--- config.mk ---
export PLATFORM = sky130hd
export DESIGN_NAME = sent_diag_encoder
export DESIGN_NICKNAME = d
export VERILOG_FILES = /design/src/logic/sent_diag_pkg.sv /design/src/logic/nvm_word_check.sv /design/src/logic/sent_diag_encoder.sv
export VERILOG_INCLUDE_DIRS = /design/src /design/src/logic
export SDC_FILE = /design/constraint.sdc
export NUM_CORES = 1
export LEC_CHECK = 0
export ABC_AREA = 1
export BUFFER_PORTS_ARGS = -buffer_cell sky130_fd_sc_hd__buf_2
export CORE_UTILIZATION = 58
export CTS_CLUSTER_DIAMETER = 60
export DETAILED_ROUTE_END_ITERATION = 10
export PLACE_DENSITY = 0.83
export SYNTH_ARGS = -nofsm -noshare
export SYNTH_HDL_FRONTEND = slang
export SYNTH_SLANG_ARGS = --single-unit
--- constraint.sdc ---
create_clock -name clk -period 5.74 [get_ports clk]
set_input_delay 1.148 -clock clk [delete_from_list [all_inputs] [get_ports clk]]
set_output_delay 1.148 -clock clk [all_outputs]
set_load 0.01 [all_outputs]
--- src/logic/sent_diag_consts.svh ---
// Constants of the SENT diagnostic and slow-channel encoder
`ifndef SENT_DIAG_CONSTS_SVH
`define SENT_DIAG_CONSTS_SVH
// ****************************************
// Register byte addresses
// ****************************************
`define A_CTRL      8'h00
`define A_RANGE     8'h04
`define A_SUPPLY    8'h08
`define A_TEMP      8'h0C
`define A_IRQ_ST    8'h10
`define A_IRQ_MASK  8'h14
`define A_STATE     8'h18
`define A_CODE0     8'h20
`define A_CODE7     8'h3C
// ****************************************
// Reset values
// ****************************************
`define RST_CTRL    7'h04
`define RST_UPPER   12'hF_FF
`define RST_LOWER   12'h0_00
`define RST_SUP_LO  9'h0_00
`define RST_SUP_HI  9'h1_FF
`define RST_TEMP    8'hFF
// ****************************************
// Slow message identifiers and codes
// ****************************************
`define ID_DIAG     8'h01
`define ID_TEMP     8'h23
`define ID_SLOT     8'h29
`define ID_CODE0    8'h90
`define ID_CODE7    8'h97
`define DC_NONE     12'h0_00
`define DC_UPPER    12'h0_01
`define DC_LOWER    12'h0_02
`define DC_UNDER    12'h0_20
`define DC_OVER     12'h0_21
`define DC_TEMP     12'h0_22
`define DC_SINGLE   12'h0_23
`define SLOT_ZERO   12'h0_00
`define SLOT_ONE    12'hF_FF
// ****************************************
// Fast-channel diagnostic values, NVM word
// ****************************************
`define FAST_A      12'hF_FF
`define FAST_H      12'hF_FA
`define NVM_W       22
`define NVM_DATA_W  16
`define SYN_W       5
`endif

--- src/logic/sent_diag_pkg.sv ---
// Types shared by the SENT diagnostic encoder
package sent_diag_pkg;
  typedef enum logic [2:0] {FMT_A1, FMT_A3, FMT_H1, FMT_H3, FMT_H4} format_t;

  typedef struct packed {
    format_t fmt;
    logic    slot;
    logic    enhanced_serial_enable;
    logic    mask_pw;
    logic    mask_diag;
  } cfg_t;

  typedef enum logic {NVM_CHECK, NVM_RUN} nvm_state_t;

  typedef struct packed {
    cfg_t             cfg;
    logic [11:0]      upper;
    logic [11:0]      lower;
    logic [8:0]       sup_lo;
    logic [8:0]       sup_hi;
    logic [7:0]       temp_thr;
    logic [7:0][11:0] code;
    logic [4:0]       irq_st;
    logic [4:0]       irq_mask;
    nvm_state_t       nvm;
    logic [15:0]      sum;
    logic [1:0]       area;
    logic             sgl;
    logic             dbl;
    logic             crc;
    logic             diag;
    logic             prewarn;
    logic [1:0]       status;
    logic [11:0]      fast;
    logic [11:0]      dcode;
    logic             ack;
    logic             ok;
    logic [11:0]      sdata;
  } state_t;
endpackage : sent_diag_pkg
--- src/logic/nvm_word_check.sv ---
// Single-error-correct, double-error-detect decoder for one NVM word
`timescale 1ns/1ps
`include "sent_diag_consts.svh"
module nvm_word_check (
  input  wire logic [`NVM_W-1:0]      word,   // Protected word, bit 0 parity
  output logic      [`NVM_DATA_W-1:0] data,   // Corrected data
  output logic                        single, // Single error corrected
  output logic                        double  // Uncorrectable error
);
  logic [`SYN_W-1:0]  syn;
  logic               par;
  logic [`NVM_W-1:0]  fixed;
  int                 k;

  always_comb begin
    syn    = '0;
    fixed  = word;
    data   = '0;
    k      = 0;
    for (int i = 1; i < `NVM_W; i++) begin
      if (word[i]) begin
        syn = syn ^ `SYN_W'(i);
      end
    end
    par    = ^word;
    // Overall parity odd means one flipped bit, even with a syndrome means two
    single = par && (int'(syn) < `NVM_W);
    double = (syn != '0 && !par) || (int'(syn) >= `NVM_W);
    if (single && syn != '0) begin
      fixed[syn] = ~word[syn];
    end
    for (int i = 1; i < `NVM_W; i++) begin
      if ((i & (i - 1)) != 0) begin
        data[k[3:0]] = fixed[i];
        k = k + 1;
      end
    end
  end
endmodule : nvm_word_check

--- src/logic/sent_diag_encoder.sv ---
// SENT status nibble, fast diagnostic value and slow message source
`timescale 1ns/1ps
`include "sent_diag_consts.svh"
module sent_diag_encoder
  import sent_diag_pkg::*;
#(
  parameter int AREA_COUNT = 4
) (
  input  wire logic                  clk,         // 20 MHz clock
  input  wire logic                  rst,         // Sync reset, high
  input  wire logic                  psel,        // APB select
  input  wire logic                  penable,     // APB enable
  input  wire logic                  pwrite,      // APB write
  input  wire logic [7:0]            paddr,       // APB byte address
  input  wire logic [31:0]           pwdata,      // APB write data
  output logic      [31:0]           prdata,      // APB read data
  output logic                       pready,      // APB ready
  output logic                       pslverr,     // APB error
  output logic                       irq,         // Interrupt level
  input  wire logic [11:0]           angle,       // Angular value
  input  wire logic [7:0]            temp_code,   // Temperature code
  input  wire logic [8:0]            supply_code, // Supply voltage code
  input  wire logic [10:0]           safety_err,  // Safety check failures
  input  wire logic                  nvm_valid,   // NVM word strobe
  input  wire logic [`NVM_W-1:0]     nvm_word,    // Protected NVM word
  input  wire logic                  nvm_last,    // Word is area checksum
  input  wire logic                  frame_start, // New frame strobe
  output logic      [1:0]            status_bits, // Status nibble bits
  output logic      [11:0]           fast_value,  // Fast-channel value
  input  wire logic                  slow_req,    // Slow message request
  input  wire logic [7:0]            slow_id,     // Requested identifier
  output logic                       slow_ack,    // Answer strobe
  output logic                       slow_ok,     // Identifier is served
  output logic      [11:0]           slow_data,   // Slow message payload
  output logic                       nvm_done     // Checksum pass finished
);
  state_t                  st_q;
  state_t                  st_d;
  logic [`NVM_DATA_W-1:0]  w_data;
  logic                    w_single;
  logic                    w_double;
  logic                    wr;
  logic                    rd_hit;
  logic                    pw_now;
  logic [4:0]              ev;
  logic [11:0]             code_now;
  logic [2:0]              ci;

  nvm_word_check u_check (
    .word   (nvm_word),
    .data   (w_data),
    .single (w_single),
    .double (w_double)
  );

  assign wr      = psel && penable && pwrite;
  assign pready  = psel && penable;
  assign irq     = |(st_q.irq_st & st_q.irq_mask);
  assign nvm_done    = (st_q.nvm == NVM_RUN);
  assign status_bits = st_q.status;
  assign fast_value  = st_q.fast;
  assign slow_ack    = st_q.ack;
  assign slow_ok     = st_q.ok;
  assign slow_data   = st_q.sdata;

  // ****************************************
  // Pre-warning causes and status code
  // ****************************************
  always_comb begin
    pw_now = (angle > st_q.upper) || (angle < st_q.lower) ||
             st_q.sgl || (temp_code > st_q.temp_thr) ||
             (supply_code > st_q.sup_hi) || (supply_code < st_q.sup_lo);
    if (st_q.diag) begin
      code_now = {1'b1, safety_err};
    end else if (angle > st_q.upper) begin
      code_now = `DC_UPPER;
    end else if (angle < st_q.lower) begin
      code_now = `DC_LOWER;
    end else if (supply_code < st_q.sup_lo) begin
      code_now = `DC_UNDER;
    end else if (supply_code > st_q.sup_hi) begin
      code_now = `DC_OVER;
    end else if (temp_code > st_q.temp_thr) begin
      code_now = `DC_TEMP;
    end else if (st_q.sgl) begin
      code_now = `DC_SINGLE;
    end else begin
      code_now = `DC_NONE;
    end
  end

  // ****************************************
  // APB read path
  // ****************************************
  always_comb begin
    prdata  = '0;
    rd_hit  = 1'b1;
    ci      = paddr[4:2];
    if (paddr >= `A_CODE0 && paddr <= `A_CODE7 && paddr[1:0] == 2'b00) begin
      prdata[11:0] = st_q.code[ci];
    end else begin
      unique case (paddr)
        `A_CTRL:     prdata[6:0] = st_q.cfg;
        `A_RANGE:    prdata = {4'h0, st_q.lower, 4'h0, st_q.upper};
        `A_SUPPLY:   prdata = {7'h00, st_q.sup_hi, 7'h00, st_q.sup_lo};
        `A_TEMP:     prdata[7:0] = st_q.temp_thr;
        `A_IRQ_ST:   prdata[4:0] = st_q.irq_st;
        `A_IRQ_MASK: prdata[4:0] = st_q.irq_mask;
        `A_STATE:    prdata = {4'h0, st_q.dcode, 10'h000, st_q.crc,
                               st_q.dbl, st_q.sgl, nvm_done,
                               st_q.prewarn, st_q.diag};
        default:     rd_hit = 1'b0;
      endcase
    end
    pslverr = pready && !rd_hit;
  end

  // ****************************************
  // Next state
  // ****************************************
  always_comb begin
    st_d = st_q;
    ev   = '0;
    // Register writes; an unmapped write is answered with pslverr only
    if (wr && rd_hit) begin
      if (paddr >= `A_CODE0) begin
        st_d.code[ci] = pwdata[11:0];
      end else begin
        unique case (paddr)
          `A_CTRL: begin
            st_d.cfg = cfg_t'(pwdata[6:0]);
          end
          `A_RANGE: begin
            st_d.upper = pwdata[11:0];
            st_d.lower = pwdata[27:16];
          end
          `A_SUPPLY: begin
            st_d.sup_lo = pwdata[8:0];
            st_d.sup_hi = pwdata[24:16];
          end
          `A_TEMP:     st_d.temp_thr = pwdata[7:0];
          `A_IRQ_MASK: st_d.irq_mask = pwdata[4:0];
          default: ;
        endcase
      end
    end
    // NVM words: checksum pass after reset, error correction always
    if (nvm_valid) begin
      if (w_single) begin
        st_d.sgl = 1'b1;
        ev[0]    = 1'b1;
      end
      if (w_double) begin
        st_d.dbl = 1'b1;
        ev[1]    = 1'b1;
      end
      if (st_q.nvm == NVM_CHECK) begin
        if (nvm_last) begin
          if (st_q.sum != w_data) begin
            st_d.crc = 1'b1;
            ev[2]    = 1'b1;
          end
          st_d.sum  = '0;
          st_d.area = st_q.area + 2'd1;
          if (int'(st_q.area) == AREA_COUNT - 1) begin
            st_d.nvm = NVM_RUN;
            ev[4]    = 1'b1;
          end
        end else begin
          st_d.sum = st_q.sum + w_data;
        end
      end
    end
    // Single registered flags; prewarning only outside diagnostic mode
    st_d.diag    = st_q.dbl || st_q.crc || (|safety_err);
    st_d.prewarn = pw_now && !st_q.diag;
    ev[3]        = st_d.prewarn && !st_q.prewarn;
    // Frame sample keeps status, fast value and code consistent
    if (frame_start) begin
      // Status bits go out apart from the fast value; checksum skips them
      st_d.status[0] = st_q.diag && !st_q.cfg.mask_diag;
      st_d.status[1] = st_q.prewarn && !st_q.cfg.mask_pw;
      st_d.dcode     = code_now;
      st_d.fast      = angle;
      if (st_q.diag) begin
        unique case (st_q.cfg.fmt)
          FMT_A3:                 st_d.fast = angle;
          FMT_H1, FMT_H3, FMT_H4: st_d.fast = `FAST_H;
          default:                st_d.fast = `FAST_A;
        endcase
      end
    end
    // Slow-channel answer, one cycle after the request
    st_d.ack   = slow_req;
    st_d.ok    = 1'b0;
    st_d.sdata = '0;
    if (slow_req) begin
      st_d.ok = 1'b1;
      if (slow_id >= `ID_CODE0 && slow_id <= `ID_CODE7) begin
        st_d.sdata = st_q.code[slow_id[2:0]];
      end else if (slow_id == `ID_TEMP) begin
        st_d.sdata = {4'h0, temp_code};
      end else if (slow_id == `ID_SLOT) begin
        st_d.sdata = st_q.cfg.slot ? `SLOT_ONE : `SLOT_ZERO;
      end else if (slow_id == `ID_DIAG && st_q.cfg.enhanced_serial_enable) begin
        st_d.sdata = st_q.dcode;
      end else begin
        st_d.ok = 1'b0;
      end
    end
    // Interrupt status: write one to clear, a new event wins
    if (wr && paddr == `A_IRQ_ST) begin
      st_d.irq_st = st_q.irq_st & ~pwdata[4:0];
    end
    st_d.irq_st = st_d.irq_st | ev;
  end

  always_ff @(posedge clk) begin
    if (rst) begin
      st_q          <= '0;
      st_q.cfg      <= cfg_t'(`RST_CTRL);
      st_q.upper    <= `RST_UPPER;
      st_q.lower    <= `RST_LOWER;
      st_q.sup_lo   <= `RST_SUP_LO;
      st_q.sup_hi   <= `RST_SUP_HI;
      st_q.temp_thr <= `RST_TEMP;
      st_q.nvm      <= NVM_CHECK;
    end else begin
      st_q <= st_d;
    end
  end
endmodule : sent_diag_encoder

Word-level counts from Yosys, hierarchy flattened:

Index checks and enable logic that the tools add are counted.
W data, S select, Z words.

* bits in registers: 227
* bits in latches: 0
* bits in writable memories: 0
* memory bits (read-only): 0
* input bits: 119
* output and inout bits: 64
* logic and storage cells: 221
* memories: 0

* add/sub/neg operators: 2
* multiply operators: 0
* divide/modulo/power cells: 0
* $lt $le $gt $ge: 16
* equality and inequality tests: 15
* shift operators: 0
* muxes and demuxes: 74
* bitwise gates (word level): 28
* reduce and logical (&&, ||, !) cells: 52

Operators by type and width (count)
* $mux W12: 11
* $bwmux W96: 1
* $bmux W12 S3: 2
* $pmux W20 S3: 1
* $demux W12 S3: 1
* $mux W6: 6
* $mux W5: 7
* $pmux W5 S7: 1
* $mux W4: 8
* $eq A8 B5 Y1 const B: 3
* $pmux W12 S2: 1
* $bwmux W22: 1
* $mux W22: 1
* $reduce_xor A22 Y1: 1
* $mux W20: 1
* $mux W19: 1
* $logic_and A1 B1 Y1: 18
* $mux W1: 18
* $not A2 Y2: 9
* $not A3 Y3: 6
* $reduce_and A3 Y1: 6
* $add A16 B16 Y16: 1
* $eq A8 B4 Y1 const B: 2
* $eq A8 B6 Y1 const B: 2
* 48 further kinds: 78

Logic depth before layout (Yosys ltp):

* depth in word-level cells: 49
* gate-level depth with buffers: 43
* mapped depth without buffers: 42

Hierarchy:

Synthesis repeated with hierarchy kept, for this count alone.

* cell total of the unflattened synthesis: 2186
* area, all modules: 14595.2 sq um

Modules (own cells, without submodules)
* sent_diag_encoder: times used 1, cells an instance 1922, area an instance 13265.2 sq um, seq. area each 4544.4 sq um
* nvm_word_check: times used 1, cells an instance 264, area an instance 1330.0 sq um, seq. area each 0.0 sq um

Worst setup path after synthesis:

No wires, ideal clock.

* kind: input port to flip-flop
* from: input nvm_word[5]
* to: register st_q[59] (netlist bit)
* library setup time: 0.132 ns
* arrival time: 4.695 ns
* data required time: 5.608 ns
* setup slack: 0.913 ns
* cell stages on the path: 42
* path buffers: 1
* cell sequence: inv_1 -> nand2_1 -> nand2_1 -> nand2_1 -> nand2_1 -> nand2_1 -> nand2_1 -> inv_1 -> nand2_1 -> nand3_2 -> nand2_2 -> buf_6 -> nand2_1 -> nand2_1 -> nand2_1 -> nand3_1 -> nand2_2 -> nor2_4 -> [6 not listed] -> nand3_1 -> nand2_1 -> nand2_1 -> inv_1 -> nand2_1 -> nand2_1 -> nand2_1 -> nand2_1 -> a21oi_1 -> nor2_1 -> o21ai_0 -> nand2_1 -> nand2_1 -> nand2_1 -> a21oi_1 -> or2_2 -> nand3_1 -> a21oi_1

* cells in the longest elaborated chain, start to end: 33
* elaborated cells between the ends (all ways): 46
* those cells by class: 1 x add/sub; 3 x order compare; 24 x mux; 13 x bitwise; 5 x reduce/logical

Ends and longest elaborated chain
* start, declared: line sent_diag_encoder.sv:25 `` input wire logic [`NVM_W-1:0] nvm_word, ``
* $mux W3: line nvm_word_check.sv:21 `if (word[i]) begin`
* $mux W3 / $not A2 Y2 (equally long branches)
* $not A3 Y3 (no source line) / $mux W3 (equally long branches)
* $mux W3 / $not A3 Y3 (equally long branches)
* $mux W4 / $mux W3 (equally long branches): line nvm_word_check.sv:21
* $not A2 Y2 (no source line) / $mux W4 (equally long branches)
* $mux W4 (2 in series): line nvm_word_check.sv:21
* $not A3 Y3 (no source line) / $mux W4 (equally long branches)
* [16 not listed]
* $lt A5 B6 Y1 (not written as such) / $ge A5 B1 Y1 (equally long branches): line nvm_word_check.sv:30 `fixed[syn] = ~word[syn];`
* $logic_and A1 B1 Y1 (not written as such): line nvm_word_check.sv:30
* $mux W1 (not written as such): line nvm_word_check.sv:30
* $demux W1 S5
* $bwmux W22: line nvm_word_check.sv:30
* $mux W22 (*): line nvm_word_check.sv:29 `if (single && syn != '0) begin`
* $add A16 B16 Y16 (*): line sent_diag_encoder.sv:170 `st_d.sum = st_q.sum + w_data;`
* $mux W16 (*): line sent_diag_encoder.sv:158 `if (nvm_last) begin`
* end signal, assigned: line sent_diag_encoder.sv:229 `st_q <= st_d;`
* end, declared: line sent_diag_encoder.sv:37 `state_t st_q;`

Every way passes the cells marked *; elsewhere a longest branch is shown, timed or not. The select of a mux whose other input is x is not followed.
A chain may end at the register's enable or synchronous reset.

Worst setup path in the final report:

* from: input nvm_word[5]
* to: register st_q[62] (netlist bit)

Same word-level chain as after synthesis.

==> impl_results.md <==
- Crit path max fanout: 12
- Actual slew at the worst max-slew pin: 0.9553 ns
- Register area share after synthesis: 33.50%
- Final period utilization: 88.25%
- CTS resizes: 0
- Cells after synthesis: 1918
- Yosys reg bits: 227
- Most frequent cell on the critical path: nand2_1
- Lkg Pwr: 6.714 nW
- FP Rows: 55
- Pwr/cell area: 282.3 nW/um^2
- Cts bufs inserted: 26
- Dpl cells: 2299
- RSZ-0062 raised after global routing: no
- Initial Util: 59.56%
- Final setup violation count: 0
- Status: complete, no violations
- CTS tree: built
- Pin count of the biggest net entering global routing: 105
- Syn avg cell area: 7.073 sq um
- Post-layout util: 67.42%
- RD Place Congestion: 0.9261
- DP HPWL: 30620 um
- Final ANT Viol Nets: 0
- Root buffer cell: clkbuf_16
- Iteration-0 DRC Markers: 1489
- Via density: 5.991
- Area of the multi-input gates: 7297 sq um
- Area of the core: 22780 sq um
- Final Non-Filler Cells: 2348
- Fin. max-slew vios: 0
- Initial antenna violation count: 0
- Crit start category: input port
- Average routed wire per standard cell: 18.30 um
- H-tree levels: 1
- IO Pins: 183
- Area contributors post-synth: dfxtp_1 (33%), a21oi_1 (10%), nand2_1 (7.7%)
- Worst-path clk slew: 0.06 ns
- Worst slew margin: 36.32%
- Nets: 2201
- Netlist cell types: 52
- Drt drc: 0
- Worst clock skew: 0.02039 ns
- Commonest non-fill, non-tap cells in the layout: a21oi_1 (283), nand2_1 (280), inv_1 (277), dfxtp_1 (227), buf_2 (166)
- GRT Resource Usage Total: 35.09%
- EDFF count, synth: 0
- Crit end category: register
- Hold-fix buffers, CTS: 0
- Synth top area share: 33.50%
- Flop2flop setup slack: 3.02 ns
- Crit path largest cell delay: 0.35 ns
- Initial DRT Pass Iterations: 6
- Yosys top cell by area: dfxtp_1
- Die boundary width: 154.9 um
- Number of port buffers: 166
- Total wire length: 42970 um
- Hold Path Class: reg -> reg
- Filler instances: 1916
- Ys Warns: 0
- Global-route wire length before repair: 67140 um
- Worst skew pair latency: 0.53 ns
- Crit path kind: in -> reg
- CTS sink cnt: 227
- FFs w/ async S/R, synth: 0%
- Clock buffer depth: 3
- Maximum vdd drop: 0.1701 mV
- CP required: 6.18 ns
- Max-cap check violation count: 0
- Die area: 24000 sq um
- Post-Syn Area: 13570 sq um
- GRT Residual Overflow: 0
- Area growth syn-to-layout: 13.20%
- Slowest-stage cell, CP: o31ai_1
- CP Data Arrival Time: 5.51 ns
- Dominant register cell in the synthesized netlist: dfxtp_1
- Vias in the first global route: 12977
- Share of cells above drive strength 1: 13.86%
- Vias: 14068
- Final Critical Period: 5.066 ns
- Post-CTS Setup Inserts: 0
- FF/Latch Area: 4544 sq um
- Final hold viol count: 0
- Most common cell after layout, fill and taps aside: a21oi_1
- Setup TNS: 0 ns
- Die Y: 154.9 um
- Fmax: 197.4 MHz
==> cells in the mapped netlist, types with 2 or more instances <==
| library cell | number |
|---|---|
| a21o_1 | 3 |
| o221ai_1 | 29 |
| nand3_1 | 78 |
| a21oi_4 | 2 |
| o22ai_1 | 48 |
| buf_2 | 22 |
| o21a_1 | 2 |
| o311ai_0 | 9 |
| nor3_1 | 10 |
| a211oi_1 | 14 |
| nor2_4 | 5 |
| xnor2_1 | 15 |
| nand3_2 | 3 |
| buf_1 | 8 |
| o31ai_1 | 2 |
| ha_1 | 67 |
| inv_1 | 278 |
| dfxtp_1 | 227 |
| nand2_2 | 6 |
| a21oi_1 | 283 |
| o2111ai_1 | 8 |
| clkbuf_1 | 61 |
| nor4_1 | 9 |
| nor2_2 | 3 |
| buf_4 | 37 |
| o21ai_0 | 153 |
| o211ai_1 | 48 |
| or2_2 | 4 |
| nand4_1 | 4 |
| clkinv_1 | 3 |
| a221oi_1 | 7 |
| nand2_1 | 280 |
| nand2_4 | 2 |
| o21ai_1 | 64 |
| nor3_2 | 2 |
| nand4_4 | 6 |
| nor2_1 | 75 |
| xor2_1 | 10 |
| inv_2 | 10 |
| mux2i_1 | 6 |
| a31oi_1 | 4 |
==> flip-flops by register name, indices dropped and copies added, names as in the netlist <==
register,count
fast_value,12
nvm_done,1
slow_ack,1
slow_data,12
slow_ok,1
st_q,198
status_bits,2
==> per-layer routing <==
| metal | wire length [um] | part of all wire [%] | GRT usage (%) |
|---|---|---|---|
| met1 | 16530 | 38 | 44.25 |
| met3 | 4966 | 12 | 7.632 |
| met4 | 2099 | 4.9 | 18.10 |
| met5 | 0 | 0 | 0 |
| met2 | 19370 | 45 | 56.39 |
==> layout make-up <==
type / count / share of cell area (%)
diodes: 1 / 0.01630
clock inverters: 14 / 1.841
flip-flops and latches: 227 / 29.59
multi-input cells: 1278 / 47.52
repair buffers: 190 / 6.584
well taps: 313 / 2.550
inverters: 291 / 7.129
clock buffers: 34 / 4.767
==> power breakdown <==
part / total, mW / internal, mW / switching, mW
clock network: 1.96 / 1.26 / 0.700
registers: 1.63 / 1.61 / 0.0204
logic: 0.744 / 0.245 / 0.499
==> worst max-delay path, delay by kind of cell <==
| family | cells | cell delay [ns] |
|---|---|---|
| AND/OR/NAND/NOR | 23 | 2.09 |
| AO/OA/AOI/OAI | 8 | 1.42 |
| buffers and inverters | 6 | 0.55 |
| adder cells (fa/ha/maj) | 1 | 0.29 |
==> final timing paths <==
check,start,endpoint,cells past startpoint
hold reg to reg,st_q[217],st_q[217],2
hold / removal,st_q[217],st_q[217],2
setup / recovery,nvm_word[5],st_q[62],38
setup reg to reg,st_q[48],st_q[62],15
==> stage by stage <==
stage / setup slack, ns / cell area, sq um / hold WS (ns) / total power, mW
2_1_floorplan: 0.9128 / 13590 / 0.4289 / 2.174
3_3_place_gp: 0.2112 / 14340 / 0.4380 / 2.372
3_5_place_dp: 0.09682 / 14340 / 0.4476 / 2.390
4_1_cts: 0.5960 / 15350 / 0.4633 / 4.318
5_1_grt: 0.01812 / 15350 / 0.4821 / 4.475
6_report: 0.6744 / 15360 / 0.4644 / 4.335
==> cell families after synthesis <==
kind of cell | share of synthesized area [%]
xor+xnor | 1.734
flops | 33.50
simple gates | 16.49
compound gates | 28.57
other cells | 0.02764
buf+inv | 12.90
mux | 0.4427
fa+ha+maj | 6.327
Note: power is estimated with default switching activity, not from simulation.
